--- config.mk ---
export PLATFORM = sky130hd
export DESIGN_NAME = asr_top
export DESIGN_NICKNAME = d
export VERILOG_FILES = /design/src/logic/asr_pkg.sv /design/src/logic/asr_top.sv
export SDC_FILE = /design/constraint.sdc
export NUM_CORES = 1
export LEC_CHECK = 0
export BUFFER_PORTS_ARGS = -buffer_cell sky130_fd_sc_hd__buf_2
export CORE_AREA = 4 4 167 129
export CTS_CLUSTER_DIAMETER = 30
export DETAILED_ROUTE_END_ITERATION = 10
export DIE_AREA = 0 0 171 133
export PLACE_DENSITY = 0.45
export SYNTH_ARGS = -nofsm -noshare
export SYNTH_HDL_FRONTEND = slang
export SYNTH_SLANG_ARGS = --single-unit
--- constraint.sdc ---
create_clock -name mclk_i -period 3.35 [get_ports mclk_i]
set_clock_uncertainty 0.2 [all_clocks]
set_input_delay 0 -clock mclk_i [delete_from_list [all_inputs] [get_ports mclk_i]]
set_output_delay 0 -clock mclk_i [all_outputs]
set_load 0.03 [all_outputs]
--- src/logic/asr_pkg.sv ---
`default_nettype none
package asr_pkg;
    // ****************************************************************
    // bus shape
    // ****************************************************************
    localparam int ADDR_W = 12;
    localparam int DATA_W = 32;
    localparam int IDX_W = 10;
    localparam int IDX_LSB = 2;

    // ****************************************************************
    // register indices (byte address is four times the index)
    // ****************************************************************
    localparam logic [IDX_W-1:0] IDX_INTERRUPT_CONTROL = 10'h00B;
    localparam logic [IDX_W-1:0] IDX_PERIPHERAL_FLAGS_ONE = 10'h00C;
    localparam logic [IDX_W-1:0] IDX_RECEIVE_STATUS_CONTROL = 10'h018;
    localparam logic [IDX_W-1:0] IDX_TRANSMIT_DATA = 10'h019;
    localparam logic [IDX_W-1:0] IDX_RECEIVE_DATA = 10'h01A;
    localparam logic [IDX_W-1:0] IDX_PERIPHERAL_ENABLES_ONE = 10'h08C;
    localparam logic [IDX_W-1:0] IDX_TRANSMIT_STATUS_CONTROL = 10'h098;
    localparam logic [IDX_W-1:0] IDX_BAUD_DIVISOR = 10'h099;

    // ****************************************************************
    // field positions
    // ****************************************************************
    localparam int B_RX_INTERRUPT_ENABLE = 5;
    localparam int B_SERIAL_PORT_ENABLE = 7;
    localparam int B_NINE_BIT_RECEIVE_SELECT = 6;
    localparam int B_CONTINUOUS_RECEIVE_ENABLE = 4;
    localparam int B_ADDRESS_MATCH_ENABLE = 3;
    localparam int B_SYNCHRONOUS_SELECT = 4;
    localparam int B_HIGH_SPEED_BAUD_SELECT = 2;
    localparam int RECEIVE_STATUS_CONTROL_CTL_LSB = 3;

    // ****************************************************************
    // reset values and masks
    // ****************************************************************
    localparam logic [7:0] RST_ZERO = 8'h00;
    localparam logic [7:0] RST_TRANSMIT_STATUS_CONTROL = 8'h02;
    localparam logic [7:0] SHIFT_REGISTER_EMPTY_MASK = 8'h02;
    localparam logic [7:0] TRANSMIT_STATUS_CONTROL_WMASK = 8'hF5;
    localparam logic [7:0] PIE_WMASK = 8'h7F;
    localparam logic [7:0] RX_AVAILABLE_MASK = 8'h20;

    // ****************************************************************
    // timing counts
    // ****************************************************************
    localparam logic [3:0] PH_FIRST_SMP = 4'h7;
    localparam logic [3:0] PH_MID = 4'h9;
    localparam logic [3:0] PH_LAST = 4'hF;
    localparam logic [1:0] LO_SPEED_LAST = 2'h3;
    localparam logic [3:0] LAST_BIT_8 = 4'h7;
    localparam logic [3:0] LAST_BIT_9 = 4'h8;
    localparam logic [1:0] FIFO_DEPTH = 2'h2;

    typedef enum logic [3:0] {
        ST_IDLE = 4'h1,
        ST_START = 4'h2,
        ST_DATA = 4'h4,
        ST_STOP = 4'h8
    } asr_state_e;
endpackage : asr_pkg
`default_nettype wire

--- src/logic/asr_top.sv ---
//Contract
// - line sampled at sixteen times bit rate
// - frames accepted only with continuous receive
// - word moves to buffer at middle of stop bit
// - available flag set when buffer holds word
// - flag clears when reads empty the buffer
// - interrupt request gated by receive interrupt enable bit
// - buffer is two entries deep
// - full buffer at stop sets overrun, drops
// - overrun clears only by re-enabling receive
// - overrun blocks all further transfers into the buffer
// - low stop bit sets framing error
// - error and ninth bit stored per entry
// - nine-bit select gives nine data bits
// - nine-bit address mode buffers only address words
// - data buffer at 1Ah, reads zero reset
// - transmit status resets with empty bit set
// - start, eight/nine data LSB first, stop
// - baud clock sixteen or sixty-four times
`timescale 1ns/1ps
`default_nettype none
module asr_top (
    input wire logic mclk_i,                          // 40 MHz clock
    input wire logic nrst_i,                          // async reset, low
    input wire logic psel_i,                          // apb select
    input wire logic penable_i,                       // apb enable
    input wire logic pwrite_i,                        // apb write
    input wire logic [asr_pkg::ADDR_W-1:0] paddr_i,   // apb byte address
    input wire logic [asr_pkg::DATA_W-1:0] pwdata_i,  // apb write data
    output logic [asr_pkg::DATA_W-1:0] prdata_o,      // apb read data
    output logic pready_o,                            // apb ready
    output logic pslverr_o,                           // apb error
    input wire logic receive_pin_i,                   // serial line in
    output logic rx_irq_o                             // received word irq
);
    import asr_pkg::*;

    // ****************************************************************
    // reset release and line synchroniser
    // ****************************************************************
    logic rst_s1_reg, rst_n;
    logic rx_s1_reg, rx_s2_reg, rx_prev_reg;

    always_ff @(posedge mclk_i or negedge nrst_i) begin
        if (!nrst_i) begin
            rst_s1_reg <= 1'b0;
            rst_n <= 1'b0;
        end else begin
            rst_s1_reg <= 1'b1;
            rst_n <= rst_s1_reg;
        end
    end

    always_ff @(posedge mclk_i or negedge rst_n) begin
        if (!rst_n) begin
            rx_s1_reg <= 1'b1;
            rx_s2_reg <= 1'b1;
            rx_prev_reg <= 1'b1;
        end else begin
            rx_s1_reg <= receive_pin_i;
            rx_s2_reg <= rx_s1_reg;
            rx_prev_reg <= rx_s2_reg;
        end
    end

    // ****************************************************************
    // register storage and apb decode
    // ****************************************************************
    logic [7:0] intctl_reg, pie_reg, txdata_reg, transmit_status_control_reg, baud_divisor_reg;
    logic [4:0] receive_status_control_ctl_reg;
    logic [DATA_W-1:0] prdata_reg;
    logic pslverr_reg, pop_arm_reg;
    logic [1:0] count_reg;
    logic overrun_error_flag_reg;
    logic [9:0] head;

    wire [IDX_W-1:0] idx = paddr_i[ADDR_W-1:IDX_LSB];
    wire hit_ic = (idx == IDX_INTERRUPT_CONTROL);
    wire hit_pf = (idx == IDX_PERIPHERAL_FLAGS_ONE);
    wire hit_rs = (idx == IDX_RECEIVE_STATUS_CONTROL);
    wire hit_td = (idx == IDX_TRANSMIT_DATA);
    wire hit_rd = (idx == IDX_RECEIVE_DATA);
    wire hit_pe = (idx == IDX_PERIPHERAL_ENABLES_ONE);
    wire hit_ts = (idx == IDX_TRANSMIT_STATUS_CONTROL);
    wire hit_bd = (idx == IDX_BAUD_DIVISOR);
    wire mapped = hit_ic | hit_pf | hit_rs | hit_td | hit_rd | hit_pe
                | hit_ts | hit_bd;
    wire setup = psel_i & ~penable_i;
    wire wr_acc = psel_i & penable_i & pwrite_i & mapped;
    wire rd_acc = psel_i & penable_i & ~pwrite_i;
    wire [7:0] wbyte = pwdata_i[7:0];

    wire avail = (count_reg != 2'h0);
    wire [7:0] pf_rd = avail ? RX_AVAILABLE_MASK : RST_ZERO;
    // framing error and ninth bits follow the entry at the head of the buffer
    wire [7:0] rs_rd = {receive_status_control_ctl_reg, head[9], overrun_error_flag_reg, head[8]};
    wire [7:0] rd_word =
        hit_ic ? intctl_reg :
        hit_pf ? pf_rd :
        hit_rs ? rs_rd :
        hit_td ? txdata_reg :
        hit_rd ? head[7:0] :
        hit_pe ? pie_reg :
        hit_ts ? transmit_status_control_reg :
        hit_bd ? baud_divisor_reg : RST_ZERO;
    // pop only a word that was visible when the read was set up
    wire pop = rd_acc & pop_arm_reg;

    always_ff @(posedge mclk_i or negedge rst_n) begin
        if (!rst_n) begin
            prdata_reg <= '0;
            pslverr_reg <= 1'b0;
            pop_arm_reg <= 1'b0;
        end else if (setup) begin
            prdata_reg <= {24'h00_0000, rd_word};
            pslverr_reg <= ~mapped;
            pop_arm_reg <= hit_rd & ~pwrite_i & avail;
        end
    end

    always_ff @(posedge mclk_i or negedge rst_n) begin
        if (!rst_n) begin
            intctl_reg <= RST_ZERO;
            pie_reg <= RST_ZERO;
            txdata_reg <= RST_ZERO;
            transmit_status_control_reg <= RST_TRANSMIT_STATUS_CONTROL;
            baud_divisor_reg <= RST_ZERO;
            receive_status_control_ctl_reg <= 5'h00;
        end else if (wr_acc) begin
            if (hit_ic) intctl_reg <= wbyte;
            if (hit_pe) pie_reg <= wbyte & PIE_WMASK;
            if (hit_td) txdata_reg <= wbyte;
            // transmitter absent: its shifter always reads empty
            if (hit_ts) transmit_status_control_reg <= (wbyte & TRANSMIT_STATUS_CONTROL_WMASK)
                                   | SHIFT_REGISTER_EMPTY_MASK;
            if (hit_bd) baud_divisor_reg <= wbyte;
            if (hit_rs) receive_status_control_ctl_reg <= wbyte[7:RECEIVE_STATUS_CONTROL_CTL_LSB];
        end
    end

    assign prdata_o = prdata_reg;
    assign pslverr_o = pslverr_reg;
    assign pready_o = 1'b1;
    assign rx_irq_o = avail & pie_reg[B_RX_INTERRUPT_ENABLE];

    // ****************************************************************
    // baud generator and x16 sample tick
    // ****************************************************************
    wire [7:0] receive_status_control_v = {receive_status_control_ctl_reg, 3'h0};
    wire serial_port_enable = receive_status_control_v[B_SERIAL_PORT_ENABLE];
    wire rx9 = receive_status_control_v[B_NINE_BIT_RECEIVE_SELECT];
    wire continuous_receive_enable = receive_status_control_v[B_CONTINUOUS_RECEIVE_ENABLE];
    wire address_match_enable = receive_status_control_v[B_ADDRESS_MATCH_ENABLE];
    wire sync_sel = transmit_status_control_reg[B_SYNCHRONOUS_SELECT];
    wire high_speed_baud_select = transmit_status_control_reg[B_HIGH_SPEED_BAUD_SELECT];
    wire rx_en = serial_port_enable & continuous_receive_enable & ~sync_sel;

    logic [7:0] brg_cnt_reg;
    logic [1:0] pre_reg;
    wire brg_tick = rx_en & (brg_cnt_reg == 8'h00);
    // low speed: four baud ticks per sample gives x64 base
    wire smp_tick = brg_tick & (high_speed_baud_select | (pre_reg == LO_SPEED_LAST));

    always_ff @(posedge mclk_i or negedge rst_n) begin
        if (!rst_n) begin
            brg_cnt_reg <= 8'h00;
            pre_reg <= 2'h0;
        end else if (!rx_en) begin
            brg_cnt_reg <= 8'h00;
            pre_reg <= 2'h0;
        end else if (brg_tick) begin
            brg_cnt_reg <= baud_divisor_reg;
            pre_reg <= pre_reg + 2'h1;
        end else begin
            brg_cnt_reg <= brg_cnt_reg - 8'h01;
        end
    end

    // ****************************************************************
    // frame recovery
    // ****************************************************************
    asr_state_e state_reg, state_next;
    logic [3:0] phase_reg, bitn_reg;
    logic [1:0] smp_reg;
    logic [8:0] shift_reg;

    wire a0 = smp_reg[0];
    wire a1 = smp_reg[1];
    wire maj = (a0 & a1) | (a0 & rx_s2_reg) | (a1 & rx_s2_reg);
    wire bit_mid = smp_tick & (phase_reg == PH_MID);
    wire bit_end = smp_tick & (phase_reg == PH_LAST);
    wire start_edge = rx_prev_reg & ~rx_s2_reg;
    wire [3:0] last_bit = rx9 ? LAST_BIT_9 : LAST_BIT_8;
    wire done = (state_reg == ST_STOP) & bit_mid;

    always_comb begin
        state_next = state_reg;
        unique case (state_reg)
            ST_IDLE: begin
                if (start_edge & ~overrun_error_flag_reg) state_next = ST_START;
            end
            ST_START: begin
                if (bit_mid & maj) state_next = ST_IDLE;
                else if (bit_end) state_next = ST_DATA;
            end
            ST_DATA: begin
                if (bit_end & (bitn_reg == last_bit)) state_next = ST_STOP;
            end
            ST_STOP: begin
                if (bit_mid) state_next = ST_IDLE;
            end
        endcase
        if (!rx_en) state_next = ST_IDLE;
    end

    always_ff @(posedge mclk_i or negedge rst_n) begin
        if (!rst_n) begin
            state_reg <= ST_IDLE;
        end else begin
            state_reg <= state_next;
        end
    end

    always_ff @(posedge mclk_i or negedge rst_n) begin
        if (!rst_n) begin
            phase_reg <= 4'h0;
            smp_reg <= 2'h3;
        end else if (state_reg == ST_IDLE) begin
            phase_reg <= 4'h0;
        end else if (smp_tick) begin
            phase_reg <= phase_reg + 4'h1;
            if (phase_reg >= PH_FIRST_SMP) smp_reg <= {a0, rx_s2_reg};
        end
    end

    // data bits enter at the top, so the first bit ends lowest
    always_ff @(posedge mclk_i or negedge rst_n) begin
        if (!rst_n) begin
            shift_reg <= 9'h000;
            bitn_reg <= 4'h0;
        end else if (state_reg != ST_DATA) begin
            bitn_reg <= 4'h0;
        end else begin
            if (bit_mid) shift_reg <= {maj, shift_reg[8:1]};
            if (bit_end) bitn_reg <= bitn_reg + 4'h1;
        end
    end

    wire ninth = rx9 & shift_reg[8];
    wire [7:0] wdata = rx9 ? shift_reg[7:0] : shift_reg[8:1];
    wire framing_error_flag_bit = ~maj;
    wire drop = address_match_enable & rx9 & ~ninth;
    wire take = done & ~overrun_error_flag_reg & ~drop;
    wire full = (count_reg == FIFO_DEPTH);
    wire push = take & ~full;
    wire ovr = take & full;

    // ****************************************************************
    // two-entry receive buffer
    // ****************************************************************
    logic [9:0] mem_reg [2];
    logic wr_ptr_reg, rd_ptr_reg;

    genvar e;
    generate
        for (e = 0; e < 2; e++) begin : g_ent
            always_ff @(posedge mclk_i or negedge rst_n) begin
                if (!rst_n) begin
                    mem_reg[e] <= 10'h000;
                end else if (push && (wr_ptr_reg == 1'(e))) begin
                    mem_reg[e] <= {framing_error_flag_bit, ninth, wdata};
                end
            end
        end
    endgenerate

    assign head = avail ? mem_reg[rd_ptr_reg] : 10'h000;

    always_ff @(posedge mclk_i or negedge rst_n) begin
        if (!rst_n) begin
            wr_ptr_reg <= 1'b0;
            rd_ptr_reg <= 1'b0;
            count_reg <= 2'h0;
        end else begin
            if (push) wr_ptr_reg <= ~wr_ptr_reg;
            if (pop) rd_ptr_reg <= ~rd_ptr_reg;
            if (push & ~pop) count_reg <= count_reg + 2'h1;
            else if (pop & ~push) count_reg <= count_reg - 2'h1;
        end
    end

    // clearing continuous receive resets the error
    always_ff @(posedge mclk_i or negedge rst_n) begin
        if (!rst_n) begin
            overrun_error_flag_reg <= 1'b0;
        end else if (!continuous_receive_enable) begin
            overrun_error_flag_reg <= 1'b0;
        end else if (ovr) begin
            overrun_error_flag_reg <= 1'b1;
        end
    end
endmodule : asr_top
`default_nettype wire

# Word level (Yosys, flattened, before mapping)
# Cells that the tools add are included.
# totals
reg_bits,115
inputBits,50
output_inout_bits,35
# classes
n_addsub,6
order_cmp,2
n_eq_ne,24
muxes,34
bitwise_logic,59
n_reduce_logical,16
# op_table
op,count
$mux W8,11
$mux W4,11
$mux W10,4
$and A1 B1 Y1,32
$eq A10 B5 Y1 const B,3
$eq A10 B8 Y1 const B,3
$eq A10 B4 Y1 const B,2
$not A1 Y1,16
$pmux W4 S4,1
$reduce_and A2 Y1,7
$eq A4 B4 Y1 const B,3
$or A1 B1 Y1,10
$ne A3 B3 Y1 const B,3
$add A4 B1 Y4 const B,2
$logic_not A8 Y1,1
$mux W2,4
$reduce_bool A2 Y1,4
$sub A8 B1 Y8 const B,1
$mux W6,1
$add A2 B1 Y2 const B,2
$eq A2 B2 Y1 const B,2
$eq A4 B1 Y1 const B,1
$eq A4 B2 Y1 const B,1
$eq A4 B3 Y1 const B,1
other kinds (12),15

# Depth between registers and ports, before layout
# Gate-level depths: netlist of run 1.
# depth
word_depth,13
depth_mapped,10

# Worst setup path before layout of run 1
# OpenSTA, ideal clock, no wires.
# synth_timing
kind,reg2reg
start,reg brg_cnt_reg[0]
end,reg count_reg[1]
setup_ps,125
arrival_time_ps,2124
slack_ps,901
path_stages_with_launch,11
synth_period_minus_slack_ps,2449
cell_sequence,dfrtp_1 inv_1 ha_1 nor3b_2 nand2_1 clkbuf_1 nor4b_1 ha_1 xor2_1 nor2_1 xor2_1
# synth_via
elab_chain_len,11
word_cells_on_any_way,13
# synth_lines
element,line,rtl
start: declaration,asr_top.sv:158,logic [7:0] brg_cnt_reg;
start signal: assignment,asr_top.sv:172,brg_cnt_reg <= baud_divisor_reg;
start signal: assignment,asr_top.sv:175,brg_cnt_reg <= brg_cnt_reg - 8'h01;
$logic_not A8 Y1 *,asr_top.sv:160,wire brg_tick = rx_en & (brg_cnt_reg == 8'h00);
$and A1 B1 Y1 *,asr_top.sv:160,
$and A1 B1 Y1 *,asr_top.sv:162,wire smp_tick = brg_tick & (high_speed_baud_select | (pre_reg == LO_SPEED_LAST));
$and A1 B1 Y1 *,asr_top.sv:190,wire bit_mid = smp_tick & (phase_reg == PH_MID);
$and A1 B1 Y1 *,asr_top.sv:194,wire done = (state_reg == ST_STOP) & bit_mid;
$and A1 B1 Y1 * (2 in series),asr_top.sv:253,wire take = done & ~overrun_error_flag_reg & ~drop;
$and A1 B1 Y1 *,asr_top.sv:255,wire push = take & ~full;
named net push,asr_top.sv:255,
$not A1 Y1,asr_top.sv:288,else if (pop & ~push) count_reg <= count_reg - 2'h1;
$and A1 B1 Y1,asr_top.sv:288,
$reduce_bool A2 Y1 (no source line),--,
end signal: assignment,asr_top.sv:287,if (push & ~pop) count_reg <= count_reg + 2'h1;
end signal: assignment,asr_top.sv:288,
end: declaration,asr_top.sv:73,logic [1:0] count_reg;
# The timed path passes the listed nets; every way through them passes the cells marked *.
# A chain may end at the register's enable or synchronous reset.

# Final worst setup path of run 1
# layout_timing
start,reg state_reg[1]
end,reg mem_reg[10] in the netlist's numbering
# layout_via
elab_chain_len,6
# layout_lines
element,line,rtl
start: declaration,asr_top.sv:182,"asr_state_e state_reg, state_next;"
start signal: assignment,asr_top.sv:220,state_reg <= state_next;
$eq A4 B4 Y1,asr_top.sv:194,
$and A1 B1 Y1,asr_top.sv:194,
$and A1 B1 Y1 (2 in series),asr_top.sv:253,
$and A1 B1 Y1,asr_top.sv:255,
$logic_and A1 B1 Y1,asr_top.sv:270,end else if (push && (wr_ptr_reg == 1'(e))) begin
end signal: indexed assignment,asr_top.sv:271,"mem_reg[e] <= {framing_error_flag_bit, ninth, wdata};"
end: declaration,asr_top.sv:261,logic [9:0] mem_reg [2];
# No other way between the ends.

==> results.toml, run 1 <==
[route]
wirelength_mm = 15.6
drtIter0Drc = 314
first_pass_iters = 4
postRouteAntennaNets = 0
drt-vias-per-instance = 5.00
wire_per_inst_um = 18.6
vias = 4194
drcViolationCount = 0

[placement]
hpwlAfterDp_mm = 11.0
gp_congestion = 0.811
place_area_sq_um = 6270
io_buffers = 33

[die]
rows = 45
io_pins = 85
core_area_sq_um = 19900
fp.dieH_um = 133
die_x_um = 171
start_util = 0.294
die_area_sq_um = 22700

[finish]
fin_area_sq_um = 7050
n_antenna_cell = 0
nets = 624
largest_reg_flops = 20
drive_above_1_share = 0.310
syn_to_final_growth_pct = 20.3

[global_routing]
grt_use_total = 0.143
grt_pass1_wl_mm = 25.2
antenna_found_initial = 0
overflow = 0
grt_max_degree = 60
first_global_vias = 4379

[synthesis]
synth_cell_type_count = 69
yosysMostFrequentCell = "dfrtp_1"
yosys_warnings = 0
synth_top_area_share = 0.465
ys.flop_type = "dfrtp_1"
ys_ff_latch = 115
synth-edff-count = 0
seq_area_frac_synth = 0.492
synth_area_leaders = "dfrtp_1, mux2_2, buf_4, dfstp_2, nor2_1"
synthesis.instances = 505
synthArstFlopShare = 1.00
synth_top_area_cell = "dfrtp_1"
synth_commonest_cells = "dfrtp_1, mux2_2, nor2_1, nand2_1, buf_4"
syn_area_sq_um = 5860
syn_area_per_cell_sq_um = 11.6

[critical_path]
worstPathCellList = "or4b_4 -> a311oi_2 -> nor4b_4 -> and2b_1 -> mux2_2"
cpPeakStageDelay_ns = 0.56
cp_max_fo = 10
critical_path_class = "reg2reg"
path_delay_family = "simple AND/OR/NAND/NOR gates"
startpoint_type = "flip-flop"
cp.required_ns = 3.45
worst-path-buf-inv = 0
critPathSlowestCell = "or4b_4"
end_kind = "flip-flop"
arrival_ns = 2.92

[clock_tree]
post_cts_buffers = 0
cts_tree = "built"
clkLatencyLatePin_ns = 0.42
cts_max_level = 4
clkSinkCount = 115
clk_pin_slew_ns = 0.06
cts_buffer_depth = 2
cts_made_buffers = 17
root_buffer = "clkbuf_16"

[flow_run]
drv_cap = 0

[outcome]
status = "finished, final reports clean"

[timing]
maxSlewHeadroom = 0.384
hold_viol = 0
fin_setup_tns_ns = 0
finalCritPeriodShare = 0.841
setup_viol = 0
fmax_ghz = 0.355
period_needed_ns = 2.82
worstMarginPinSlew_ns = 0.917
report.final.slew_viol_count = 0
rsz0062_at_grt = "false"

[power]
power.density_nw_per_um2 = 484
ir_drop_mv = 0.275
p_leak_nw = 3.19

[worst_hold_path]
min_path_type = "in2reg"
==> layout make-up <==
cell class | instances | area [sq um]
well taps | 258 | 323
repair buffers | 62 | 440
fillers | 1995 | 12900
flip-flops and latches | 115 | 2890
multi-input cells | 364 | 2780
clock inverters | 10 | 131
clock buffers | 22 | 464
inverters | 7 | 26.3
==> routing by layer <==
metal  share of wire  GRT usage
met4           0.012     0.0374
met5               0          0
met2            0.44      0.204
met3           0.069     0.0502
met1            0.48      0.207
==> metrics by stage <==
stage / power (mW) / hold slack (ns) / std cells / worst slack [ns] / util
floorplan: 1.54 / -0.496 / 529 / 0.901 / -
global placement: 1.57 / -0.415 / 788 / 0.540 / 0.315
detailed placement: 1.57 / -0.414 / 788 / 0.513 / 0.315
CTS: 3.45 / 0.0155 / 838 / 0.491 / 0.354
global route: 3.52 / 0.0501 / 838 / 0.304 / 0.354
finish: 3.41 / 0.0273 / 838 / 0.532 / 0.354
==> layout by cell type (no fill, tap or decap), types with 5 or more instances in the layout <==
master,instances
a211oi_1,8
a21oi_1,6
a22oi_1,12
buf_2,33
buf_4,10
clkbuf_16,17
clkinv_2,5
conb_1,26
dfrtp_1,108
dfstp_2,6
dlygate4sd3_1,18
ha_1,7
inv_1,7
mux2_2,78
mux2i_1,12
nand2_1,26
nand2b_1,6
nand3_1,10
nand4_1,5
nor2_1,35
nor2b_1,6
nor3_1,9
o211ai_1,5
o21ai_0,18
xnor2_1,9
xor2_1,8
==> power by group <==
part,leakage [nW],switching (mW),internal [mW]
clock network,0.294,0.655,1.20
registers,1.56,0.0172,1.40
logic,1.33,0.0985,0.0423
==> cells by family (layout without fill, tap and decap cells) <==
kind of cell               after synthesis  count (layout)  share of synthesized area
and+or+nand+nor                        135             135                      0.134
DFF                                    115             115                      0.492
muxes                                   91              91                      0.172
AOI/OAI and AO/OA                       88              88                      0.110
buffers and inverters                   50             101                     0.0497
xor gates and xnor gates                17              17                     0.0254
adders and majority gates                7               7                     0.0149
other                                    2              26                    0.00128
==> final timing paths <==
kind                                    start                                 to  slack [ns]  cells after the start
worst max-delay path             state_reg[1]                        mem_reg[10]        0.53                      5
worst min-delay path            receive_pin_i                          rx_s1_reg        0.03                      2
worst max register to register   state_reg[1]                        mem_reg[10]        0.53                      5
worst min register to register     rst_s1_reg                              rst_n        0.15                      0
max in group asynchronous               rst_n  receive_status_control_ctl_reg[1]        1.94                      1
min in group asynchronous               rst_n                baud_divisor_reg[2]        0.21                      0
==> what timing repair did <==
| action | 4_1_cts | 5_1_grt |
|---|---|---|
| hold endpoints to repair | 56 | 0 |
| hold buffers | 18 | 0 |
| resized for setup | 0 | 0 |
Note: power is estimated with default switching activity, not from simulation.
==> run 2, diff against run 1 <==
ABC_AREA = 1   (was not set)
CORE_AREA = 4 4 172 132   (was 4 4 167 129)
DIE_AREA = 0 0 176 136   (was 0 0 171 133)
PLACE_DENSITY = 0.44   (was 0.45)
clock period = 2.88 ns   (was 3.35 ns; I/O delays follow)
==> results.toml, run 2 <==
[outcome]
status = "finished, final reports clean"

[synthesis]
seq_area_frac_synth = 0.465
synth_top_area_share = 0.440
syn_area_per_cell_sq_um = 8.14
ys_ff_latch = 115
yosys.area_share.simple = 0.273
muxShareOfSynthArea = 0.00161
synth_top_area_cell = "dfrtp_1"
synth_cell_type_count = 47
synth_area_leaders = "dfrtp_1, nand2_1, inv_1, nor2_1, o21ai_1"
yosysMostFrequentCell = "nand2_1"
syn_area_sq_um = 6200
yosys_warnings = 0
synth_top_family_by_area = "simple AND/OR/NAND/NOR gates"
synth-edff-count = 0
synth_adder_area_share = 0.0141
synthArstFlopShare = 1.00
synth_compound_area_frac = 0.138
ys.flop_type = "dfrtp_1"
synthesis.instances = 762
synth_commonest_cells = "nand2_1, dfrtp_1, inv_1, nor2_1, o21ai_1"
yosys.area_share.xor_xnor = 0.00847

[timing]
setup_viol = 0
hold_viol = 0
report.final.slew_viol_count = 0
rsz0062_at_grt = "false"
maxSlewHeadroom = 0.587
worstMarginPinSlew_ns = 0.615
fmax_ghz = 0.395
fin_setup_tns_ns = 0
postLayoutSetupSlackWorst_ns = 0.347
finalCritPeriodShare = 0.880
period_needed_ns = 2.53

[power]
power.density_nw_per_um2 = 549
p_leak_nw = 3.55
ir_drop_mv = 0.313

[critical_path]
path_delay_family = "simple AND/OR/NAND/NOR gates"
worstPathCellList = "inv_1 -> ha_1 -> nand3_1 -> nor2_2 -> nand4_1 -> nor2_1 -> nand2_1 -> inv_2 -> ha_1 -> a21oi_1 -> o21ai_0 -> xor2_1"
cp.required_ns = 2.97
cpPeakStageDelay_ns = 0.37
critical_path_class = "reg2reg"
startpoint_type = "flip-flop"
critPathSlowestCell = "dfrtp_1"
path_common_cell = "ha_1"
arrival_ns = 2.63
cp_max_fo = 4
end_kind = "flip-flop"
worst-path-buf-inv = 2

[finish]
layout_common_cells = "nand2_1, dfrtp_1, inv_1"
n_antenna_cell = 0
largest_reg_flops = 20
drive_above_1_share = 0.194
final_common_cell = "nand2_1"
finalNonFillerCells = 1134
syn_to_final_growth_pct = 20.4
nets = 890
fin_util = 0.357

[global_routing]
first_global_vias = 4779
overflow = 0
grt_use_total = 0.138
grt_max_degree = 80
antenna_found_initial = 0
grt_pass1_wl_mm = 25.9

[die]
fp.dieH_um = 136
rows = 46
start_util = 0.296
die_x_um = 176
die_area_sq_um = 23900
core_area_sq_um = 21000
io_pins = 85

[placement]
io_buffers = 33
post-place-cells = 1083
pre_cts_slack_ns = 0.312
gp_congestion = 0.833
hpwlAfterDp_mm = 11.6

[clock_tree]
cts_made_buffers = 17
cts_buffer_depth = 2
clkLatencyLatePin_ns = 0.42
cts_tree = "built"
clkSinkCount = 115
clk_pin_slew_ns = 0.05
root_buffer = "clkbuf_16"
post_cts_buffers = 0
cts_max_level = 4

[route]
drt-vias-per-instance = 4.37
first_pass_iters = 5
vias = 4960
postRouteAntennaNets = 0
drcViolationCount = 0
wire_per_inst_um = 13.9
drtIter0Drc = 359
wirelength_mm = 15.8

[flow_run]
drv_cap = 0

[worst_hold_path]
min_path_type = "in2reg"
run 2: cells by family (layout without fill, tap and decap cells):
logic type	count (synthesis)	count (layout)
adder cells (fa/ha/maj)	7	7
other	2	26
XOR/XNOR	6	6
AO/OA/AOI/OAI	146	146
flip-flops	115	115
AND/OR/NAND/NOR	360	360
multiplexers	1	1
buffers and inverters	125	185
run 2: area by class of cell:
| type | count | area (sq um) |
|---|---|---|
| clock buffer | 21 | 450 |
| clock inverter | 11 | 160 |
| fill | 2241 | 13500 |
| inverter | 84 | 318 |
| multi-input combinational | 546 | 2800 |
| sequential | 115 | 2890 |
| tap | 288 | 360 |
| timing repair buffer | 69 | 495 |
run 2: report_power, final:
group	leakage [nW]	internal (mW)	total [mW]	switching, mW
Combinational	1.70	0.0593	0.236	0.177
Clock	0.297	1.46	2.22	0.760
Sequential	1.55	1.64	1.64	0.00741
Total	3.55	3.16	4.10	0.944
run 2: repair_timing:
item / 4_1_cts / 5_1_grt
endpoints found under the hold margin: 57 / 0
gates resized for setup: 0 / 0
hold buffers: 19 / 0
setup endpoints to repair: 0 / 0
run 2: final timing paths:
kind	start	end	slack, ns	cells after the start
hold / removal	receive_pin_i	rx_s1_reg	0.03	2
setup / recovery	brg_cnt_reg[0]	count_reg[1]	0.35	12
max in group asynchronous	rst_n	pie_reg[6]	1.94	1
min in group asynchronous	rst_n	bitn_reg[3]	0.14	1
hold reg to reg	rst_n	bitn_reg[3]	0.14	1
setup reg to reg	brg_cnt_reg[0]	count_reg[1]	0.35	12
run 2: layer usage:
| metal | vias up | wire length (um) | global-route usage |
|---|---|---|---|
| met5 | - | 0 | 0 |
| met4 | 0 | 89 | 0.0338 |
| met3 | 6 | 631 | 0.0317 |
| met2 | 80 | 6420 | 0.193 |
| met1 | 2294 | 8640 | 0.213 |
| li1 | 2580 | - | - |
run 2: per-stage QoR:
stage          cell area (sq um)  total power, mW  hold WS [ns]
2_1_floorplan               6300             1.85        -0.496
3_3_place_gp                6670             1.89        -0.412
3_5_place_dp                6670             1.89        -0.412
4_1_cts                     7470             4.15       0.00509
5_1_grt                     7470             4.26        0.0338
6_report                    7470             4.10        0.0252
run 2: worst reg2reg max path: cells and delay by family, from the launching register on:
kind            cells  cell delay, ns
simple gates        5            0.87
fa+ha+maj           2            0.43
flops               1            0.37
compound gates      2            0.22
buf+inv             2            0.18
xor+xnor            1            0.15
